===== config.mk =====
export PLATFORM = sky130hd
export DESIGN_NAME = ssv_supervisor
export DESIGN_NICKNAME = d
export VERILOG_FILES = /design/src/verilog/ssv_pkg.sv /design/src/verilog/ssv_supervisor.sv /design/src/verilog/ssv_sync.sv
export SDC_FILE = /design/constraint.sdc
export NUM_CORES = 1
export LEC_CHECK = 0
export ABC_CLOCK_PERIOD_IN_PS = 4600
export BUFFER_PORTS_ARGS = -buffer_cell sky130_fd_sc_hd__buf_2
export CORE_MARGIN = 4
export CORE_UTILIZATION = 56
export DETAILED_ROUTE_END_ITERATION = 10
export PLACE_DENSITY = 0.8
export SYNTH_ARGS = -nofsm -noshare
export SYNTH_HDL_FRONTEND = slang
export SYNTH_SLANG_ARGS = --single-unit

===== constraint.sdc =====
create_clock -name aclk -period 4.6 [get_ports aclk]
set_clock_uncertainty 0.05 [all_clocks]
set_input_delay 0.69 -clock aclk [delete_from_list [all_inputs] [get_ports aclk]]
set_output_delay 0.69 -clock aclk [all_outputs]
set_load 0.02 [all_outputs]

===== src/verilog/ssv_pkg.sv =====
/*
  Constants, register map, states and carrier structs of the supply and
  reset supervisor. Assumes a single clock aclk standing in for the always-on
  slow clock domain, and an AXI4-Lite master with 8-bit byte addresses.
*/
// What this block does
// backup supply low resets entire chip
// brownout detector on after reset, software disables
// enabled brownout with low core supply resets core
// software may disable brownout before low power
// usb phy monitor off until software enables
// sixteen selectable monitor thresholds, 1.9V-3.4V
// sampled monitor mode, consumption divided up to 2048
// record last reset cause, five kinds
// generate internal resets, drive reset pin
// shape clean reset pulse, push-button suffices
// slow clock, own reset independent of system
// zero-power power-on reset starts supply controller
// slow clock from RC, software switches crystal
// unused slow oscillator disabled automatically
// regulator enabled first, then core resets released
// low power modes with wide wake-up sources
// master clock from 4 MHz fast RC
// reset cause held until next reset
// monitors and reset pin synchronised first
package ssv_pkg;

  ////////////////////////////////////////////////////////////////////////////
  localparam int ADDR_W = 8;
  localparam logic [7:0] OFF_SUPPLY_MODE = 8'h00;
  localparam logic [7:0] OFF_RESET_CTRL = 8'h04;
  localparam logic [7:0] OFF_RESET_STATUS = 8'h08;
  localparam logic [7:0] OFF_IRQ_STATUS = 8'h0c;
  localparam logic [7:0] OFF_IRQ_MASK = 8'h10;
  localparam logic [7:0] OFF_WAKE_MASK = 8'h14;

  localparam int SM_BOD_EN_BIT = 0;
  localparam int SM_MON_EN_BIT = 1;
  localparam int SM_THR_LSB = 4;
  localparam int SM_RATE_LSB = 8;
  localparam int SM_XTAL_EN_BIT = 12;
  localparam int SM_SCLK_SEL_BIT = 13;
  localparam int RC_CORE_RST_BIT = 0;
  localparam int RC_WAIT_BIT = 4;
  localparam int RC_BACKUP_BIT = 5;
  localparam int RS_CAUSE_LSB = 0;
  localparam int RS_PIN_BIT = 8;
  localparam int RS_MON_LOW_BIT = 9;
  localparam int RS_SCLK_XTAL_BIT = 10;
  localparam int RS_REG_ON_BIT = 11;
  localparam int IRQ_W = 4;
  localparam int IRQ_MON_LOW = 0;
  localparam int IRQ_BROWNOUT = 1;
  localparam int IRQ_USER = 2;
  localparam int IRQ_WAKE = 3;
  localparam int WAKE_W = 16;

  localparam logic BOD_EN_RST = 1'b1;
  localparam logic MON_EN_RST = 1'b0;
  localparam logic [3:0] THR_RST = 4'h0;
  localparam logic [3:0] RATE_RST = 4'h0;
  localparam logic [3:0] IRQ_MASK_RST = 4'h0;
  localparam logic [15:0] WAKE_MASK_RST = 16'h0000;
  localparam logic [3:0] MON_RATE_MAX = 4'hb;
  localparam logic [12:0] MON_WIN = 13'h0004;
  localparam logic [1:0] RESP_OKAY = 2'h0;
  localparam logic [1:0] RESP_SLVERR = 2'h2;

  ////////////////////////////////////////////////////////////////////////////
  localparam int CLK_MHZ = 50;
  localparam int REG_SETTLE_NS = 50000;
  localparam int EXT_PULSE_NS = 60000;
  localparam logic [11:0] REG_SETTLE_CYC = 12'((REG_SETTLE_NS * CLK_MHZ + 999) / 1000);
  localparam logic [11:0] EXT_PULSE_CYC = 12'((EXT_PULSE_NS * CLK_MHZ + 999) / 1000);
  localparam logic [11:0] PIN_BLANK_CYC = 12'h004;

  ////////////////////////////////////////////////////////////////////////////
  typedef enum logic [2:0] {
    ST_OFF = 3'h0,
    ST_REG_WAIT = 3'h1,
    ST_CORE_RST = 3'h2,
    ST_RUN = 3'h3,
    ST_WAIT_LP = 3'h4,
    ST_BACKUP = 3'h5
  } ssv_state_e;

  typedef enum logic [2:0] {
    CAUSE_GENERAL = 3'h0,
    CAUSE_WAKEUP = 3'h1,
    CAUSE_WATCHDOG = 3'h2,
    CAUSE_SOFTWARE = 3'h3,
    CAUSE_USER = 3'h4
  } ssv_cause_e;

  typedef struct packed {
    logic awvalid;
    logic [7:0] awaddr;
    logic wvalid;
    logic [31:0] wdata;
    logic [3:0] wstrb;
    logic bready;
    logic arvalid;
    logic [7:0] araddr;
    logic rready;
  } ssv_axi_req_s;

  typedef struct packed {
    logic awready;
    logic wready;
    logic bvalid;
    logic [1:0] bresp;
    logic arready;
    logic rvalid;
    logic [31:0] rdata;
    logic [1:0] rresp;
  } ssv_axi_rsp_s;

  typedef struct packed {
    logic regulator_en;
    logic core_reset_n;
    logic periph_reset_n;
    logic core_halt;
    logic pin_out;
    logic pin_oe;
  } ssv_rst_s;

  typedef struct packed {
    logic bod_en;
    logic mon_power;
    logic [3:0] mon_threshold;
    logic rc_osc_en;
    logic xtal_osc_en;
    logic sclk_is_xtal;
    logic fast_rc_en;
    logic mck_from_fast_rc;
  } ssv_ana_s;

endpackage : ssv_pkg


===== src/verilog/ssv_supervisor.sv =====
/*
  Supply and reset supervisor: start-up sequencing, brownout and supply
  monitor handling, reset cause, reset pin shaping, slow clock selection,
  low power modes, AXI4-Lite registers and a masked interrupt.
  Assumes aresetn comes from the zero-power power-on cell and every monitor,
  pin and watchdog input is asynchronous to aclk.
*/
// Our own choices: the AXI4-Lite interface to the registers and the register addresses.
`timescale 1ns/1ns
module ssv_supervisor (
  // clock and own power-on reset
  input wire logic aclk,
  input wire logic aresetn,
  // register bus
  input wire ssv_pkg::ssv_axi_req_s axi_req,
  output ssv_pkg::ssv_axi_rsp_s axi_rsp,
  // monitors and external events
  input wire logic backup_supply_ok,
  input wire logic core_supply_low,
  input wire logic usb_phy_supply_low,
  input wire logic watchdog_reset,
  input wire logic xtal_ready,
  input wire logic [15:0] wake_in,
  // external reset pin, open drain
  input wire logic external_reset_pin_in,
  // resets, regulator, analog controls
  output ssv_pkg::ssv_rst_s rst_out,
  output ssv_pkg::ssv_ana_s ana_out,
  // interrupt
  output logic irq
);
  import ssv_pkg::*;

  typedef struct packed {
    ssv_state_e state;
    logic [11:0] cnt;
    logic pin_drive;
    ssv_cause_e cause;
    logic bod_en;
    logic mon_en;
    logic [3:0] mon_thr;
    logic [3:0] mon_rate;
    logic [12:0] mon_cnt;
    logic mon_low;
    logic xtal_en;
    logic sclk_sel;
    logic sclk_is_xtal;
    logic [15:0] wake_mask;
    logic [3:0] irq_stat;
    logic [3:0] irq_mask;
    logic aw_got;
    logic [7:0] awaddr;
    logic w_got;
    logic [31:0] wdata;
    logic [3:0] wstrb;
    logic bvalid;
    logic [1:0] bresp;
    logic rvalid;
    logic [31:0] rdata;
    logic [1:0] rresp;
  } ssv_st_s;

  function automatic ssv_st_s reset_state();
    ssv_st_s s;
    s = '0;
    s.state = ST_OFF;
    s.cause = CAUSE_GENERAL;
    s.bod_en = BOD_EN_RST;
    s.mon_en = MON_EN_RST;
    s.mon_thr = THR_RST;
    s.mon_rate = RATE_RST;
    s.wake_mask = WAKE_MASK_RST;
    s.irq_mask = IRQ_MASK_RST;
    return s;
  endfunction : reset_state

  function automatic logic [31:0] merge(input logic [31:0] old, input logic [31:0] wd,
                                        input logic [3:0] be);
    logic [31:0] r;
    r = old;
    for (int i = 0; i < 4; i++)
    begin
      if (be[i])
      begin
        r[i*8 +: 8] = wd[i*8 +: 8];
      end
    end
    return r;
  endfunction : merge

  ssv_st_s st_r;
  ssv_st_s st_nxt;

  ////////////////////////////////////////////////////////////////////////////
  // input synchronisers
  logic [21:0] raw_in;
  logic [21:0] sync_q;
  logic backup_ok_s;
  logic bod_low_s;
  logic mon_low_s;
  logic wdog_s;
  logic xtal_ready_s;
  logic pin_s;
  logic [15:0] wake_s;

  assign raw_in = {backup_supply_ok, core_supply_low, usb_phy_supply_low, watchdog_reset,
                   xtal_ready, external_reset_pin_in, wake_in};

  // pin idles high and backup reads good so release is not mistaken for an event
  ssv_sync #(.W(22), .RESET_VAL(22'h210000)) u_sync (
    .aclk(aclk),
    .aresetn(aresetn),
    .d(raw_in),
    .q(sync_q)
  );

  assign {backup_ok_s, bod_low_s, mon_low_s, wdog_s, xtal_ready_s, pin_s, wake_s} = sync_q;

  ////////////////////////////////////////////////////////////////////////////
  // bus handshakes straight from state
  logic aw_take;
  logic w_take;
  logic ar_take;

  assign axi_rsp.awready = !st_r.aw_got && !st_r.bvalid;
  assign axi_rsp.wready = !st_r.w_got && !st_r.bvalid;
  assign axi_rsp.arready = !st_r.rvalid;
  assign axi_rsp.bvalid = st_r.bvalid;
  assign axi_rsp.bresp = st_r.bresp;
  assign axi_rsp.rvalid = st_r.rvalid;
  assign axi_rsp.rdata = st_r.rdata;
  assign axi_rsp.rresp = st_r.rresp;
  assign aw_take = axi_req.awvalid && axi_rsp.awready;
  assign w_take = axi_req.wvalid && axi_rsp.wready;
  assign ar_take = axi_req.arvalid && axi_rsp.arready;

  logic [31:0] mode_img;
  logic [31:0] status_img;

  always_comb
  begin
    mode_img = '0;
    mode_img[SM_BOD_EN_BIT] = st_r.bod_en;
    mode_img[SM_MON_EN_BIT] = st_r.mon_en;
    mode_img[SM_THR_LSB +: 4] = st_r.mon_thr;
    mode_img[SM_RATE_LSB +: 4] = st_r.mon_rate;
    mode_img[SM_XTAL_EN_BIT] = st_r.xtal_en;
    mode_img[SM_SCLK_SEL_BIT] = st_r.sclk_sel;
    status_img = '0;
    status_img[RS_CAUSE_LSB +: 3] = st_r.cause;
    status_img[RS_PIN_BIT] = pin_s;
    status_img[RS_MON_LOW_BIT] = st_r.mon_low;
    status_img[RS_SCLK_XTAL_BIT] = st_r.sclk_is_xtal;
    status_img[RS_REG_ON_BIT] = rst_out.regulator_en;
  end

  ////////////////////////////////////////////////////////////////////////////
  // next state
  logic [3:0] ev;
  logic sw_core_rst;
  logic sw_wait;
  logic sw_backup;
  logic [31:0] wimg;
  logic [7:0] waddr;
  logic [3:0] wbe;
  logic [31:0] wd;
  logic [12:0] mon_last;
  logic mon_sample;
  logic core_fault;

  always_comb
  begin
    st_nxt = st_r;
    ev = '0;
    sw_core_rst = 1'b0;
    sw_wait = 1'b0;
    sw_backup = 1'b0;
    wimg = '0;
    waddr = st_r.awaddr;
    wbe = st_r.wstrb;
    wd = st_r.wdata;
    mon_last = '0;
    mon_sample = 1'b0;
    core_fault = st_r.bod_en && bod_low_s;

    // write channel: address and data in either order
    if (aw_take)
    begin
      st_nxt.aw_got = 1'b1;
      st_nxt.awaddr = axi_req.awaddr;
      waddr = axi_req.awaddr;
    end
    if (w_take)
    begin
      st_nxt.w_got = 1'b1;
      st_nxt.wdata = axi_req.wdata;
      st_nxt.wstrb = axi_req.wstrb;
      wd = axi_req.wdata;
      wbe = axi_req.wstrb;
    end
    if (st_nxt.aw_got && st_nxt.w_got)
    begin
      st_nxt.aw_got = 1'b0;
      st_nxt.w_got = 1'b0;
      st_nxt.bvalid = 1'b1;
      st_nxt.bresp = RESP_OKAY;
      if (waddr == OFF_SUPPLY_MODE)
      begin
        wimg = merge(mode_img, wd, wbe);
        st_nxt.bod_en = wimg[SM_BOD_EN_BIT];
        st_nxt.mon_en = wimg[SM_MON_EN_BIT];
        st_nxt.mon_thr = wimg[SM_THR_LSB +: 4];
        st_nxt.mon_rate = wimg[SM_RATE_LSB +: 4];
        st_nxt.xtal_en = wimg[SM_XTAL_EN_BIT];
        st_nxt.sclk_sel = wimg[SM_SCLK_SEL_BIT];
      end
      else if (waddr == OFF_RESET_CTRL)
      begin
        sw_core_rst = wbe[0] && wd[RC_CORE_RST_BIT];
        sw_wait = wbe[0] && wd[RC_WAIT_BIT];
        sw_backup = wbe[0] && wd[RC_BACKUP_BIT];
      end
      else if (waddr == OFF_IRQ_MASK)
      begin
        wimg = merge({28'h0000000, st_r.irq_mask}, wd, wbe);
        st_nxt.irq_mask = wimg[3:0];
      end
      else if (waddr == OFF_WAKE_MASK)
      begin
        wimg = merge({16'h0000, st_r.wake_mask}, wd, wbe);
        st_nxt.wake_mask = wimg[15:0];
      end
      else if (waddr == OFF_RESET_STATUS || waddr == OFF_IRQ_STATUS)
      begin
        st_nxt.bresp = RESP_OKAY;
      end
      else
      begin
        st_nxt.bresp = RESP_SLVERR;
      end
    end
    if (st_r.bvalid && axi_req.bready)
    begin
      st_nxt.bvalid = 1'b0;
    end

    // read channel
    if (st_r.rvalid && axi_req.rready)
    begin
      st_nxt.rvalid = 1'b0;
    end
    if (ar_take)
    begin
      st_nxt.rvalid = 1'b1;
      st_nxt.rresp = RESP_OKAY;
      if (axi_req.araddr == OFF_SUPPLY_MODE)
      begin
        st_nxt.rdata = mode_img;
      end
      else if (axi_req.araddr == OFF_RESET_CTRL)
      begin
        st_nxt.rdata = '0;
      end
      else if (axi_req.araddr == OFF_RESET_STATUS)
      begin
        st_nxt.rdata = status_img;
      end
      else if (axi_req.araddr == OFF_IRQ_STATUS)
      begin
        st_nxt.rdata = {28'h0000000, st_r.irq_stat};
        st_nxt.irq_stat = '0;
      end
      else if (axi_req.araddr == OFF_IRQ_MASK)
      begin
        st_nxt.rdata = {28'h0000000, st_r.irq_mask};
      end
      else if (axi_req.araddr == OFF_WAKE_MASK)
      begin
        st_nxt.rdata = {16'h0000, st_r.wake_mask};
      end
      else
      begin
        st_nxt.rdata = '0;
        st_nxt.rresp = RESP_SLVERR;
      end
    end

    // usb phy supply monitor, powered for MON_WIN of every MON_WIN << rate cycles, rate capped at MON_RATE_MAX
    if (st_r.mon_rate > MON_RATE_MAX)
    begin
      mon_last = (MON_WIN << MON_RATE_MAX) - 13'h0001;
    end
    else
    begin
      mon_last = (MON_WIN << st_r.mon_rate) - 13'h0001;
    end
    if (!st_r.mon_en)
    begin
      st_nxt.mon_cnt = '0;
      st_nxt.mon_low = 1'b0;
    end
    else
    begin
      st_nxt.mon_cnt = (st_r.mon_cnt >= mon_last) ? 13'h0000 : st_r.mon_cnt + 13'h0001;
      // last powered cycle: synchroniser has had the whole window to settle
      mon_sample = (st_r.mon_rate == 4'h0) || (st_r.mon_cnt == MON_WIN - 13'h0001);
      if (mon_sample)
      begin
        st_nxt.mon_low = mon_low_s;
        ev[IRQ_MON_LOW] = mon_low_s && !st_r.mon_low;
      end
    end

    // slow clock: switch only once the crystal is running
    if (st_r.sclk_sel && st_r.xtal_en && xtal_ready_s)
    begin
      st_nxt.sclk_is_xtal = 1'b1;
    end
    else if (!st_r.sclk_sel)
    begin
      st_nxt.sclk_is_xtal = 1'b0;
    end

    // power and reset sequencer
    case (st_r.state)
      ST_OFF:
      begin
        st_nxt.state = ST_REG_WAIT;
        st_nxt.cnt = REG_SETTLE_CYC - 12'h001;
      end
      ST_REG_WAIT:
      begin
        if (st_r.cnt == 12'h000)
        begin
          st_nxt.state = ST_CORE_RST;
          st_nxt.cnt = EXT_PULSE_CYC - 12'h001;
          st_nxt.pin_drive = 1'b1;
        end
        else
        begin
          st_nxt.cnt = st_r.cnt - 12'h001;
        end
      end
      ST_CORE_RST:
      begin
        if (st_r.pin_drive)
        begin
          if (st_r.cnt == 12'h000)
          begin
            st_nxt.pin_drive = 1'b0;
            st_nxt.cnt = PIN_BLANK_CYC - 12'h001;
          end
          else
          begin
            st_nxt.cnt = st_r.cnt - 12'h001;
          end
        end
        else if (st_r.cnt != 12'h000)
        begin
          st_nxt.cnt = st_r.cnt - 12'h001;
        end
        // a held button or low core with brownout enabled keeps the core in reset
        else if (pin_s && !core_fault)
        begin
          st_nxt.state = ST_RUN;
        end
      end
      ST_RUN, ST_WAIT_LP:
      begin
        if (core_fault || wdog_s || !pin_s || sw_core_rst)
        begin
          st_nxt.state = ST_CORE_RST;
          st_nxt.cnt = EXT_PULSE_CYC - 12'h001;
          st_nxt.pin_drive = 1'b1;
          if (core_fault)
          begin
            st_nxt.cause = CAUSE_GENERAL;
            ev[IRQ_BROWNOUT] = 1'b1;
          end
          else if (wdog_s)
          begin
            st_nxt.cause = CAUSE_WATCHDOG;
          end
          else if (!pin_s)
          begin
            st_nxt.cause = CAUSE_USER;
            ev[IRQ_USER] = 1'b1;
          end
          else
          begin
            st_nxt.cause = CAUSE_SOFTWARE;
          end
        end
        else if (st_r.state == ST_WAIT_LP && |(wake_s & st_r.wake_mask))
        begin
          st_nxt.state = ST_RUN;
          ev[IRQ_WAKE] = 1'b1;
        end
        else if (st_r.state == ST_RUN && sw_backup)
        begin
          st_nxt.state = ST_BACKUP;
        end
        else if (st_r.state == ST_RUN && sw_wait)
        begin
          st_nxt.state = ST_WAIT_LP;
        end
      end
      ST_BACKUP:
      begin
        if (|(wake_s & st_r.wake_mask))
        begin
          st_nxt.state = ST_REG_WAIT;
          st_nxt.cnt = REG_SETTLE_CYC - 12'h001;
          st_nxt.cause = CAUSE_WAKEUP;
          ev[IRQ_WAKE] = 1'b1;
        end
      end
      default:
      begin
        st_nxt.state = ST_OFF;
      end
    endcase

    // events set after any read clear in the same cycle
    st_nxt.irq_stat = st_nxt.irq_stat | ev;

    if (!backup_ok_s)
    begin
      st_nxt = reset_state();
    end
  end

  always_ff @(posedge aclk)
  begin
    if (!aresetn)
    begin
      st_r <= reset_state();
    end
    else
    begin
      st_r <= st_nxt;
    end
  end

  ////////////////////////////////////////////////////////////////////////////
  // outputs decoded from state flops
  always_comb
  begin
    rst_out.regulator_en = st_r.state != ST_OFF && st_r.state != ST_BACKUP;
    rst_out.core_reset_n = st_r.state == ST_RUN || st_r.state == ST_WAIT_LP;
    rst_out.periph_reset_n = st_r.state == ST_RUN || st_r.state == ST_WAIT_LP;
    rst_out.core_halt = st_r.state == ST_WAIT_LP;
    rst_out.pin_out = 1'b0;
    rst_out.pin_oe = st_r.pin_drive;
    ana_out.bod_en = st_r.bod_en && rst_out.regulator_en;
    ana_out.mon_power = st_r.mon_en && (st_r.mon_rate == 4'h0 || st_r.mon_cnt < MON_WIN);
    ana_out.mon_threshold = st_r.mon_thr;
    ana_out.rc_osc_en = !st_r.sclk_is_xtal;
    ana_out.xtal_osc_en = st_r.xtal_en || st_r.sclk_is_xtal;
    ana_out.sclk_is_xtal = st_r.sclk_is_xtal;
    ana_out.fast_rc_en = rst_out.regulator_en;
    ana_out.mck_from_fast_rc = 1'b1;
  end

  assign irq = |(st_r.irq_stat & st_r.irq_mask);

endmodule : ssv_supervisor


===== src/verilog/ssv_sync.sv =====
/*
  Two-flop level synchroniser, any width.
  Assumes inputs change slowly against aclk; multi-bit inputs are unrelated.
*/
`timescale 1ns/1ns
module ssv_sync #(
  parameter int W = 1,
  parameter logic [W-1:0] RESET_VAL = '0
) (
  // clock and reset
  input wire logic aclk,
  input wire logic aresetn,
  // levels
  input wire logic [W-1:0] d,
  output logic [W-1:0] q
);

  typedef struct packed {
    logic [W-1:0] meta;
    logic [W-1:0] stable;
  } ssv_sync_st_s;

  ssv_sync_st_s st_r;
  ssv_sync_st_s st_nxt;

  always_comb
  begin
    st_nxt.meta = d;
    st_nxt.stable = st_r.meta;
  end

  always_ff @(posedge aclk)
  begin
    if (!aresetn)
    begin
      st_r <= {RESET_VAL, RESET_VAL};
    end
    else
    begin
      st_r <= st_nxt;
    end
  end

  assign q = st_r.stable;

endmodule : ssv_sync


# Word level (Yosys, flattened, before mapping)
# Index checks and enable logic that the tools add are counted.
[totals]
ff_bits = 198
elab_cells = 215
out_inout_bits = 59
inputBits = 81
[op_classes]
addsub = 3
reduce_logical = 66
n_eq_ne = 26
shift = 1
n_mux = 78
bitwise = 9
order_cmp = 3
[op_table]
columns = ["operator", "count"]
rows = [
  ["2-to-1 mux 16 bit", 7],
  ["case mux 12 bit (5 select lines)", 1],
  ["2-to-1 mux 12 bit", 4],
  ["2-to-1 mux 37 bit", 1],
  ["2-to-1 mux 3 bit", 12],
  ["2-to-1 mux 35 bit", 1],
  ["equality test 8 x 4 -> 1 bit (second input constant)", 4],
  ["equality test 8 x 5 -> 1 bit (second input constant)", 4],
  ["2-to-1 mux 32 bit", 1],
  ["2-to-1 mux 2 bit", 14],
  ["2-to-1 mux 1 bit", 24],
  ["logical AND 1 bit", 22],
  ["2-to-1 mux 4 bit", 5],
  ["AND reduction 6 bit", 3],
  ["AND 16 bit", 1],
  ["equality test 8 x 3 -> 1 bit (second input constant)", 2],
  ["zero test 8 bit", 2],
  ["OR reduction 16 bit", 1],
  ["2-to-1 mux 15 bit", 1],
  ["case mux 3 bit (5 select lines)", 1],
  ["AND reduction 3 bit", 5],
  ["adder 13 x 1 -> 13 bit (second input constant)", 1],
  ["equality test 13 x 2 -> 1 bit (second input constant)", 1],
  ["greater-or-equal comparator 13 bit", 1],
  ["other kinds (36)", 67],
]

# Depth between registers and ports, before layout
# Gate-level depths: netlist (run 1).
[depth]
word_depth = 14
mapped_depth = 15
depth_no_buf = 13

# By module
# Synthesis (run 1) repeated with hierarchy kept, for this count alone.
[unflattened]
cells_unflattened = 873
area_unflattened_um2 = 7737.4
[by_module_without_submodules]
columns = ["mod", "area_each_um2", "seq_area_each_um2", "cells_per_inst", "instances"]
rows = [
  ["ssv_supervisor", 6530.0, 2362.3, 781, 1],
  ["ssv_sync", 1207.4, 880.8, 92, 1],
]

# Worst setup path before layout (run 1)
# Ideal clock, no wire load.
[synth_path]
path_type = "flip-flop to flip-flop"
from = "reg st_r (netlist bit mode_img[8])"
to = "reg st_r[117] (netlist name)"
setup_ps = 65
path_stages_with_launch = 16
required_ps = 4485
arrival_time_ps = 3095
period_less_slack_ps = 3210
slack_ps = 1390
path_buffers = 2
cell_sequence = "dfxtp_1 clkbuf_1 or2_2 nor3_1 inv_1 ha_1 xnor2_1 nand2_1 nand2_1 a21oi_1 ha_1 a211o_1 a2111oi_0 o21ai_0 clkbuf_1 nor2_1"
[synth_between]
elab_chain_len = 5
elab_cells_between_ends = 6
cone_classes = "add/sub (1); order compare (2); shift (1); mux (1); reduce/logical (1)"
[synth_lines]
columns = ["element", "line", "text"]
rows = [
  ["start, declared", "ssv_supervisor.sv:91", "ssv_st_s st_r;"],
  ["start signal, assigned", "ssv_supervisor.sv:437", "st_r <= reset_state();"],
  ["start signal, assigned", "ssv_supervisor.sv:441", "st_r <= st_nxt;"],
  ["<< shifter 3 x 4 -> 13 bit", "ssv_supervisor.sv:295", "mon_last = (MON_WIN << st_r.mon_rate) - 13'h0001;"],
  ["subtractor 13 x 1 -> 13 bit", "ssv_supervisor.sv:295", ""],
  ["2-to-1 mux 13 bit *", "ssv_supervisor.sv:289", "if (st_r.mon_rate > MON_RATE_MAX)"],
  ["greater-or-equal comparator 13 bit *", "ssv_supervisor.sv:304", "st_nxt.mon_cnt = (st_r.mon_cnt >= mon_last) ? 13'h0000 : st_r.mon_cnt + 13'h0001;"],
  ["OR reduction 4 bit (no source line) *", "n/a", ""],
]
# Every way passes the cells marked *; elsewhere a longest branch is shown, timed or not.
# A chain may end at the register's enable or synchronous reset.

# Final worst setup path (run 1)
[layout_path]
from = "reg st_r (netlist bit mode_img[9])"
to = "reg st_r[118] (netlist name)"
# The elaborated chain is that of the path after synthesis.

==> flow_summary_export.csv, run 1 <==
group,metric,value,unit
clock_network,cts_resized,0,
floorplanning,core,0.0128,mm²
clock_network,clock_path_buffers,2,
route,dr_total_vias,6162,
route,viasPerCell,5.60,
clock_network,post_cts_buffers,0,
pwr,power,3.73,mW
global_route,grt_pass1_wl,27500,µm
critical_path,slowest_delay,0.49,ns
synthesis,synthCells,862,
critical_path,end_kind,"flop",
sta,finalHoldViolCount,0,
place,port_buffers,101,
finish,final_cell_mix,"dfxtp_1, nor2_1, buf_2",
sta,slew_violations,0,
route,avgRoutedWirePerCell,15.6,µm
clock_network,cts_sinks,162,
critical_path,r2r_cells,14,
clock_network,htree_levels,4,
floorplanning,initial_core_util,0.580,
clock_network,root_buffer,"clkbuf_16",
clock_network,cts.clk_slew.worst_paths,0.07,ns
critical_path,crit_type,"flop to flop",
synthesis,postSynthAreaPerCell,8.63,µm²
sta,slew_headroom,0.344,
critical_path,cp_cell_sequence,"or2_2 -> nor3_1 -> inv_1 -> ha_1 -> xnor2_1 -> nand2_1 -> nand2_1 -> a21oi_1 -> ha_1 -> a211o_1 -> a2111oi_0 -> o21ai_0 -> buf_4 -> nor2_1",
place,gp_congestion,0.868,
pwr,peakVddDrop,0.257,mV
synthesis,ys_ff_latch,162,
floorplanning,die_x,123,µm
sta,fmax,0.283,GHz
min_path,hold_depth,1,
route,drt_wl_total,17100,µm
critical_path,setup.worst_path.start_class,"flop",
min_path,min_path_type,"flop to flop",
global_route,overflow,0,
place,dp.cells,1068,
synthesis,yosysSeqAreaShare,0.436,
finish,area_delta_synth_final,11.6,%
sta,fin_crit,3.53,ns
sta,finalSetupViolCount,0,
place,placed_area,0.00777,mm²
place,dp_hpwl,12000,µm
synthesis,synth_area,0.00744,mm²
finish,final_common_cell,"dfxtp_1",
clock_network,hold_buffers,0,
sta,worst_slew_pin_slew,0.981,ns
finish,ff_latch_area,0.00324,mm²
global_route,grt_max_degree,50,
pwr,cellLeakagePower,3.44,nW
route,ant_nets,0,
synthesis,synth-edff-count,0,
run,drv_cap,0,
global_route,grt_pass1_vias,5609,
route,remaining_drc_errors,0,
sta,rsz0062_at_grt,"false",
sta,finalSetupTns,0,ns
global_route,antenna_found_initial,0,
synthesis,synth-warning-count,0,
outcome,status,"finished clean",
synthesis,synth.distinct_cells,64,
finish,fillCellCount,1092,
global_route,grt_usage,0.230,
finish,design_area,0.00831,mm²
floorplanning,rows,41,
floorplanning,die_h,123,µm
floorplanning,die-area,0.0152,mm²
route,dr.pass1.iters,5,
finish,antennaDiodeCount,0,
finish,drive_gt1_frac,0.176,
finish,nNetsFinal,1011,
pwr,power.density,449,mW/mm²
critical_path,slowest_stage,"nor3_1",
critical_path,crit_fanout,13,
sta,post-route-period-util,0.768,
critical_path,required,4.91,ns
critical_path,crit_arrival,3.85,ns
finish,multiInputGateArea,0.00365,mm²
synthesis,ys_async_sr_fraction,0,
clock_network,clkLatencyLatePin,0.42,ns
clock_network,numCtsBuffers,17,
floorplanning,ios,140,
route,first_iter_violations,646,
synthesis,ys.flop_type,"dfxtp_1",
finish,instances_no_fill,1100,
clock_network,cts_tree,"done",
==> kinds of logic (layout without fill, tap and decap cells) <==
family	after synthesis	count (layout)	share of synthesized area
AO/OA/AOI/OAI	188	188	0.169
XOR/XNOR	15	15	0.0177
adder cells (fa/ha/maj)	15	15	0.0252
buffers and inverters	116	164	0.0843
flip-flops	162	162	0.436
multiplexers	32	32	0.0439
other	2	20	0.00101
AND/OR/NAND/NOR	332	332	0.223
==> worst paths after layout <==
kind / startpoint / end / slack (ns)
worst min-delay path: u_sync.st_nxt[16]$_SDFF_PN1_ / u_sync.q[16]$_SDFF_PN1_ / 0.36
worst min register to register: u_sync.st_nxt[16]$_SDFF_PN1_ / u_sync.q[16]$_SDFF_PN1_ / 0.36
worst max-delay path: mode_img[9]$_SDFFE_PN0P_ / st_r[118]$_SDFF_PP0_ / 1.07
worst max register to register: mode_img[9]$_SDFFE_PN0P_ / st_r[118]$_SDFF_PP0_ / 1.07
==> layer usage <==
metal | GRT usage | vias up | wire, µm | share of wire
li1 | - | 3077 | - | -
met1 | 0.321 | 2787 | 7850 | 0.46
met2 | 0.347 | 258 | 7360 | 0.43
met3 | 0.0522 | 40 | 1470 | 0.086
met4 | 0.0913 | 0 | 437 | 0.026
met5 | 0 | - | 0 | 0
==> area by class of cell <==
type | count | share of cell area
clock buffers | 18 | 0.0517
well taps | 172 | 0.0259
clock inverters | 14 | 0.0125
multi-input cells | 602 | 0.440
repair buffers | 112 | 0.0708
inverters | 20 | 0.00904
flip-flops and latches | 162 | 0.390
==> per-stage QoR <==
step                      worst slack (ns)  hold slack, ns   util
after floorplan                       1.39           0.336      -
after global placement                1.19           0.343  0.606
after detailed placement              1.13           0.351  0.606
after CTS                             1.08           0.366  0.648
after global routing                 0.873           0.382  0.648
final                                 1.07           0.364  0.648
==> worst max-delay path, delay by kind of cell (launching register included) <==
kind	cells	cell delay, ns
AO/OA/AOI/OAI	4	0.87
buffers and inverters	2	0.30
XOR/XNOR	1	0.19
AND/OR/NAND/NOR	5	1.07
adder cells (fa/ha/maj)	2	0.58
flip-flops	1	0.40
==> power breakdown <==
part	internal (mW)	total (mW)	switching, mW
Clock	0.695	1.29	0.596
Sequential	1.50	1.59	0.0960
Combinational	0.325	0.846	0.522
Total	2.52	3.73	1.21
==> flip-flops by register name, summed over array words and instances (netlist names) <==
register       count
ana_out            5
axi_rsp           20
mode_img           8
rst_out            1
st_r              84
u_sync.q          22
u_sync.st_nxt     22
==> cell usage after synthesis, types with 6 or more instances <==
cell / count / share of area
and3_1: 6 / 0.0050
a22oi_1: 9 / 0.0091
xor2_1: 9 / 0.011
a21o_1: 10 / 0.010
nor2_1: 103 / 0.052
o21ai_0: 26 / 0.017
or2_2: 7 / 0.0059
o31ai_1: 12 / 0.012
nor4_1: 6 / 0.0050
nor3_1: 25 / 0.017
inv_1: 20 / 0.010
xnor2_1: 6 / 0.0071
nor3b_1: 6 / 0.0061
a211oi_1: 21 / 0.021
dfxtp_1: 162 / 0.44
buf_4: 48 / 0.048
mux2i_1: 27 / 0.036
ha_1: 15 / 0.025
clkbuf_1: 43 / 0.022
nand3_1: 29 / 0.020
nand2b_1: 11 / 0.0093
nand2_1: 62 / 0.031
a221oi_1: 10 / 0.012
a21oi_1: 54 / 0.036
and2_1: 43 / 0.036
(Power assumes the default switching activity.)
==> run 2: changes to the inputs <==
- ABC_CLOCK_PERIOD_IN_PS: 4600 -> 2970
- CORE_UTILIZATION: 56 -> 50
- PLACE_DENSITY: 0.8 -> 0.76
- clock period: 4.6 -> 2.97 ns (I/O delays scaled with it)
==> run 2 against run 1 <==
Die area increased by 11%. Via count increased by 1.7%. Critical path depth did not move. Setup slack lost 1.0 ns. Highest routed layer unchanged. Cell count rose by 3.3%.
==> flow_summary_export.csv, run 2 (synthesis results as in run 1) <==
group,metric,value,unit
pwr,p_switching,1.81,mW
pwr,power_frac_seq,0.407,
critical_path,slowest_stage,"a2111oi_2",
clock_network,cts.clk_slew.worst_paths,0.06,ns
finish,antennaDiodeCount,0,
finish,instances_no_fill,1136,
min_path,hold_end,"u_sync.st_nxt[16]$_SDFF_PN1_",
clock_network,root_buffer,"clkbuf_16",
floorplanning,rows,44,
global_route,grt_max_degree,45,
route,dr.pass1.iters,5,
finish,nNetsFinal,1037,
floorplanning,ios,140,
critical_path,critical_path.top_delay_family,"compound AO/OA/AOI/OAI gates",
clock_network,htree_levels,4,
finish,fin_util,0.593,
global_route,grt_pass1_vias,5625,
pwr,peakVddDrop,0.390,mV
pwr,power.density,694,mW/mm²
critical_path,r2r-start,"mode_img[8]$_SDFFE_PN0P_",
critical_path,cp_cell_sequence,"or2_4 -> nor3_4 -> inv_2 -> ha_4 -> xnor2_4 -> a21oi_2 -> nor2_1 -> a31oi_1 -> ha_1 -> o2111a_1 -> a2111oi_2 -> o21ai_1 -> buf_4 -> nor2_1",
route,dr_total_vias,6267,
critical_path,required,3.28,ns
place,dp.cells,1106,
place,port_buffers,101,
floorplanning,initial_core_util,0.512,
finish,drive_gt1_frac,0.202,
critical_path,rrSetupSlack,0.07,ns
finish,final_cell_mix,"dfxtp_1, nor2_1, buf_2",
route,viasPerCell,5.52,
sta,worst_slew_pin_slew,0.668,ns
finish,area_delta_synth_final,15.9,%
critical_path,setup.worst_path.start_class,"flop",
sta,fmax,0.345,GHz
global_route,grt_pass1_wl,28200,µm
global_route,antenna_found_initial,0,
place,gp_congestion,0.920,
finish,top_register,"st_r",
critical_path,worstReg2RegEnd,"st_r[119]$_SDFF_PP0_",
min_path,hold_depth,2,
clock_network,clock_path_buffers,2,
clock_network,cts_sinks,162,
route,avgRoutedWirePerCell,15.6,µm
sta,finalSetupViolCount,0,
clock_network,hold_buffers,0,
place,dp_hpwl,12900,µm
floorplanning,die_x,130,µm
sta,post-route-period-util,0.977,
clock_network,post_cts_buffers,0,
pwr,cellLeakagePower,3.59,nW
pwr,comb_power_share,0.231,
pwr,intPower,4.18,mW
critical_path,crit_fanout,8,
floorplanning,die-area,0.0169,mm²
sta,slew_violations,0,
clock_network,numCtsBuffers,17,
route,drt_wl_total,17800,µm
clock_network,cts_tree,"done",
floorplanning,core,0.0145,mm²
run,drv_cap,0,
pwr,clkPwrFrac,0.362,
pwr,power,5.98,mW
critical_path,r2r_cells,14,
pwr,switching_share,0.302,
clock_network,clkLatencyLatePin,0.42,ns
min_path,hp-start,"external_reset_pin_in",
sta,slew_headroom,0.554,
route,first_iter_violations,632,
outcome,status,"finished clean",
finish,final_common_cell,"dfxtp_1",
critical_path,critPathBufInv,2,
finish,largest_reg_flops,84,
global_route,grt_usage,0.212,
critical_path,crit_arrival,3.21,ns
global_route,overflow,0,
route,remaining_drc_errors,0,
sta,finalHoldViolCount,0,
route,ant_nets,0,
sta,fin_crit,2.90,ns
critical_path,end_kind,"flop",
floorplanning,die_h,130,µm
critical_path,slowest_delay,0.33,ns
min_path,min_path_type,"primary input to flop",
critical_path,cpMostUsedCell,"nor2_1",
critical_path,crit_type,"flop to flop",
## run 2: routing by layer
layer  track usage  share of wire
met5             0              0
met4        0.0782          0.021
met3        0.0426          0.078
met2         0.328           0.45
met1         0.293           0.45
## run 2: cell type report
cell class	count	area, µm²
multi-input combinational	602	3720
timing repair buffer	138	783
clock buffer	22	444
fill	1303	5910
sequential	162	3240
tap	184	230
clock inverter	8	131
inverter	20	75.1
## run 2: timing repair
action	4_1_cts	5_1_grt
setup endpoints to repair	11	14
resized for setup	1	10
pin swaps	0	4
## run 2: per-stage QoR
stage	setup TNS (ns)	cell area (µm²)	hold slack, ns	setup slack, ns
after global routing	-0.443	8620	0.157	-0.0502
after detailed placement	-0.0169	8000	0.349	-0.00785
after floorplan	0	7520	0.336	0.0436
final	0	8620	0.148	0.0674
after CTS	0	8570	0.135	0.0104
after global placement	0	8000	0.344	0.0380
## run 2: worst max path at each step
stage	start	endpoint	slack, ns	cells past startpoint
after floorplan	mode_img[8]$_SDFFE_PN0P_	st_r[117]$_SDFF_PP0_	0.04	15
final	mode_img[8]$_SDFFE_PN0P_	st_r[119]$_SDFF_PP0_	0.07	14
after detailed placement	mode_img[8]$_SDFFE_PN0P_	st_r[122]$_SDFF_PP0_	-0.008	14
after global routing	mode_img[8]$_SDFFE_PN0P_	st_r[121]$_SDFF_PP0_	-0.05	14
after CTS	mode_img[8]$_SDFFE_PN0P_	st_r[119]$_SDFF_PP0_	0.01	14
after global placement	axi_req[53]	st_r[151]$_SDFFE_PN0P_	0.04	8
## run 2: power by group through the flow
stage	Combinational, mW	Clock (mW)	Sequential [mW]
after floorplan	1.07	0	2.44
after global placement	1.32	0	2.48
after detailed placement	1.35	0	2.48
after CTS	1.36	2.19	2.43
after global routing	1.53	2.29	2.46
final	1.38	2.17	2.44
## run 2: worst reg2reg max path, stage by stage (launching register included)
cell and delay, ns:
dfxtp_1 0.31, or2_4 0.26, nor3_4 0.15, inv_2 0.06
ha_4 0.18, xnor2_4 0.13, a21oi_2 0.17, nor2_1 0.07
a31oi_1 0.20, ha_1 0.30, o2111a_1 0.18, a2111oi_2 0.33
o21ai_1 0.16, buf_4 0.19, nor2_1 0.09
==> run 3: changes to the inputs <==
- BUFFER_PORTS_ARGS: -buffer_cell sky130_fd_sc_hd__buf_2 -> not set
- CORE_UTILIZATION: 50 -> 57
- DONT_BUFFER_PORTS: not set -> 1
- PLACE_DENSITY: 0.76 -> 0.75
==> run 3 against run 2 <==
Non-clock buffer count decreased by 110. Sequential share of layout area increased by 2.6 points. Largest cell class unchanged. Core utilization increased by 4.1 points. Via count decreased by 4.1%. Critical path depth decreased by 7. Clock-buffer cell count decreased by 1. Cell area decreased by 6.4%. Clock power increased by 2%. First-iteration DRC count decreased by 12%. Register-to-register slack improved by 0.07 ns. Die area decreased by 12%. Critical endpoint is now st_r[151]$_SDFFE_PN0P_. Sequential cell count unchanged.
==> flow_summary_export.csv, run 3 (synthesis results as in run 1) <==
group,metric,value,unit
sta,slew_violations,0,
global_route,grt_max_degree,80,
min_path,hold_depth,1,
sta,finalSetupViolCount,0,
global_route,overflow,0,
sta,finalHoldViolCount,0,
critical_path,critPathBufInv,0,
route,first_iter_violations,558,
route,remaining_drc_errors,0,
critical_path,cpMostUsedCell,"or4b_1",
clock_network,htree_levels,4,
finish,fillCellCount,1089,
sta,fin_crit,2.83,ns
critical_path,critical_path.top_delay_family,"simple AND/OR/NAND/NOR gates",
finish,drive_gt1_frac,0.0983,
min_path,hold_end,"u_sync.st_nxt[16]$_SDFF_PN1_",
finish,multiInputGateArea,0.00371,mm²
finish,instances_no_fill,1016,
critical_path,crit_arrival,3.14,ns
pwr,cellLeakagePower,3.14,nW
critical_path,required,3.27,ns
global_route,grt_pass1_wl,27900,µm
floorplanning,die_h,122,µm
finish,antennaDiodeCount,0,
global_route,grt_usage,0.236,
route,drt_wl_total,17700,µm
critical_path,r2r-start,"st_r[83]$_SDFF_PP0_",
route,dr.pass1.iters,5,
floorplanning,die_x,122,µm
critical_path,setup.worst_path.start_class,"flop",
place,dp.cells,984,
clock_network,root_buffer,"clkbuf_16",
pwr,p_switching,1.80,mW
global_route,grt_pass1_vias,5625,
critical_path,rrSetupSlack,0.14,ns
clock_network,clock_path_buffers,2,
min_path,min_path_type,"primary input to flop",
pwr,intPower,4.14,mW
floorplanning,initial_core_util,0.585,
critical_path,crit_type,"flop to flop",
pwr,power,5.94,mW
pwr,clkPwrFrac,0.374,
critical_path,r2r_cells,7,
outcome,status,"finished clean",
critical_path,cp_cell_sequence,"or3b_4 -> nor4b_4 -> or2_1 -> or4b_1 -> or4b_1 -> a311o_1 -> mux2i_1",
clock_network,cts_sinks,162,
finish,final_common_cell,"dfxtp_1",
critical_path,worstReg2RegEnd,"st_r[151]$_SDFFE_PN0P_",
critical_path,slowest_delay,0.49,ns
critical_path,slowest_stage,"or4b_1",
sta,slew_headroom,0.562,
floorplanning,core,0.0127,mm²
sta,holdWs,0.0530,ns
finish,nNetsFinal,927,
finish,top_register,"st_r",
sta,post-route-period-util,0.954,
pwr,power_frac_seq,0.415,
route,ant_nets,0,
place,port_buffers,0,
finish,final_cell_mix,"dfxtp_1, nor2_1, nand2_1",
finish,ff_latch_area,0.00324,mm²
route,viasPerCell,5.92,
place,gp_congestion,0.897,
min_path,hp-start,"aresetn",
clock_network,clkLatencyLatePin,0.42,ns
route,dr_total_vias,6010,
place,dp_hpwl,12800,µm
route,avgRoutedWirePerCell,17.4,µm
clock_network,cts_tree,"done",
clock_network,numCtsBuffers,17,
pwr,peakVddDrop,0.377,mV
critical_path,end_kind,"flop",
run,drv_cap,0,
clock_network,cts.clk_slew.worst_paths,0.06,ns
floorplanning,ios,140,
sta,finalSetupTns,0,ns
pwr,comb_power_share,0.211,
sta,worst_slew_pin_slew,0.655,ns
finish,largest_reg_flops,84,
sta,fmax,0.353,GHz
critical_path,crit_fanout,6,
pwr,switching_share,0.302,
sta,rsz0062_at_grt,"false",
floorplanning,die-area,0.0149,mm²
pwr,power.density,736,mW/mm²
clock_network,hold_buffers,0,
floorplanning,rows,41,
finish,area_delta_synth_final,8.53,%
global_route,antenna_found_initial,2,
[run 3: cell count changes in the layout (fill, tap and decap cells not counted), sizes merged]
cell    change
buf       -110
inv         +2
clkbuf      -1
clkinv      +1
[run 3: area by class of cell]
cell class              count  share of cell area
clock buffers              21              0.0558
clock inverters            11              0.0189
inverters                  20             0.00930
multi-input cells         602               0.460
flip-flops and latches    162               0.402
well taps                 172              0.0267
repair buffers             28              0.0280
[run 3: what timing repair did]
action | CTS | global route
setup buffers | 0 | 0
pin swaps | 0 | 2
gates resized for setup | 1 | 9
endpoints found under the setup margin | 12 | 17
[run 3: worst max-delay path by stage]
| stage | start | to | slack, ns | depth (start not counted) |
|---|---|---|---|---|
| 2_1_floorplan | mode_img[8]$_SDFFE_PN0P_ | st_r[117]$_SDFF_PP0_ | 0.04 | 15 |
| 3_3_place_gp | axi_req[53] | st_r[151]$_SDFFE_PN0P_ | 0.10 | 7 |
| 3_5_place_dp | axi_req[53] | st_r[151]$_SDFFE_PN0P_ | 0.04 | 7 |
| 4_1_cts | mode_img[8]$_SDFFE_PN0P_ | st_r[113]$_SDFF_PP0_ | 0.01 | 14 |
| 5_1_grt | mode_img[8]$_SDFFE_PN0P_ | st_r[123]$_SDFF_PP0_ | 0.008 | 14 |
| 6_report | st_r[83]$_SDFF_PP0_ | st_r[151]$_SDFFE_PN0P_ | 0.14 | 7 |
[run 3: through the flow]
step,setup WS [ns],utilization,instance area (µm²)
2_1_floorplan,0.0436,-,7520
3_3_place_gp,0.102,0.583,7420
3_5_place_dp,0.0446,0.583,7420
4_1_cts,0.0129,0.631,8030
5_1_grt,0.00815,0.635,8070
6_report,0.136,0.635,8070
[run 3: per-layer routing]
| metal | GRT usage | up-vias | part of all wire |
|---|---|---|---|
| met5 | 0 | - | 0.0015 |
| met1 | 0.303 | 2742 | 0.43 |
| met4 | 0.105 | 4 | 0.030 |
| met2 | 0.363 | 309 | 0.44 |
| li1 | - | 2907 | - |
| met3 | 0.0765 | 48 | 0.099 |
[run 3: power groups by stage]
| stage | clock network [mW] | registers, mW | logic (mW) |
|---|---|---|---|
| floorplan | 0 | 2.44 | 1.07 |
| global placement | 0 | 2.50 | 1.19 |
| detailed placement | 0 | 2.51 | 1.22 |
| CTS | 2.25 | 2.46 | 1.23 |
| global route | 2.34 | 2.49 | 1.39 |
| finish | 2.22 | 2.47 | 1.25 |
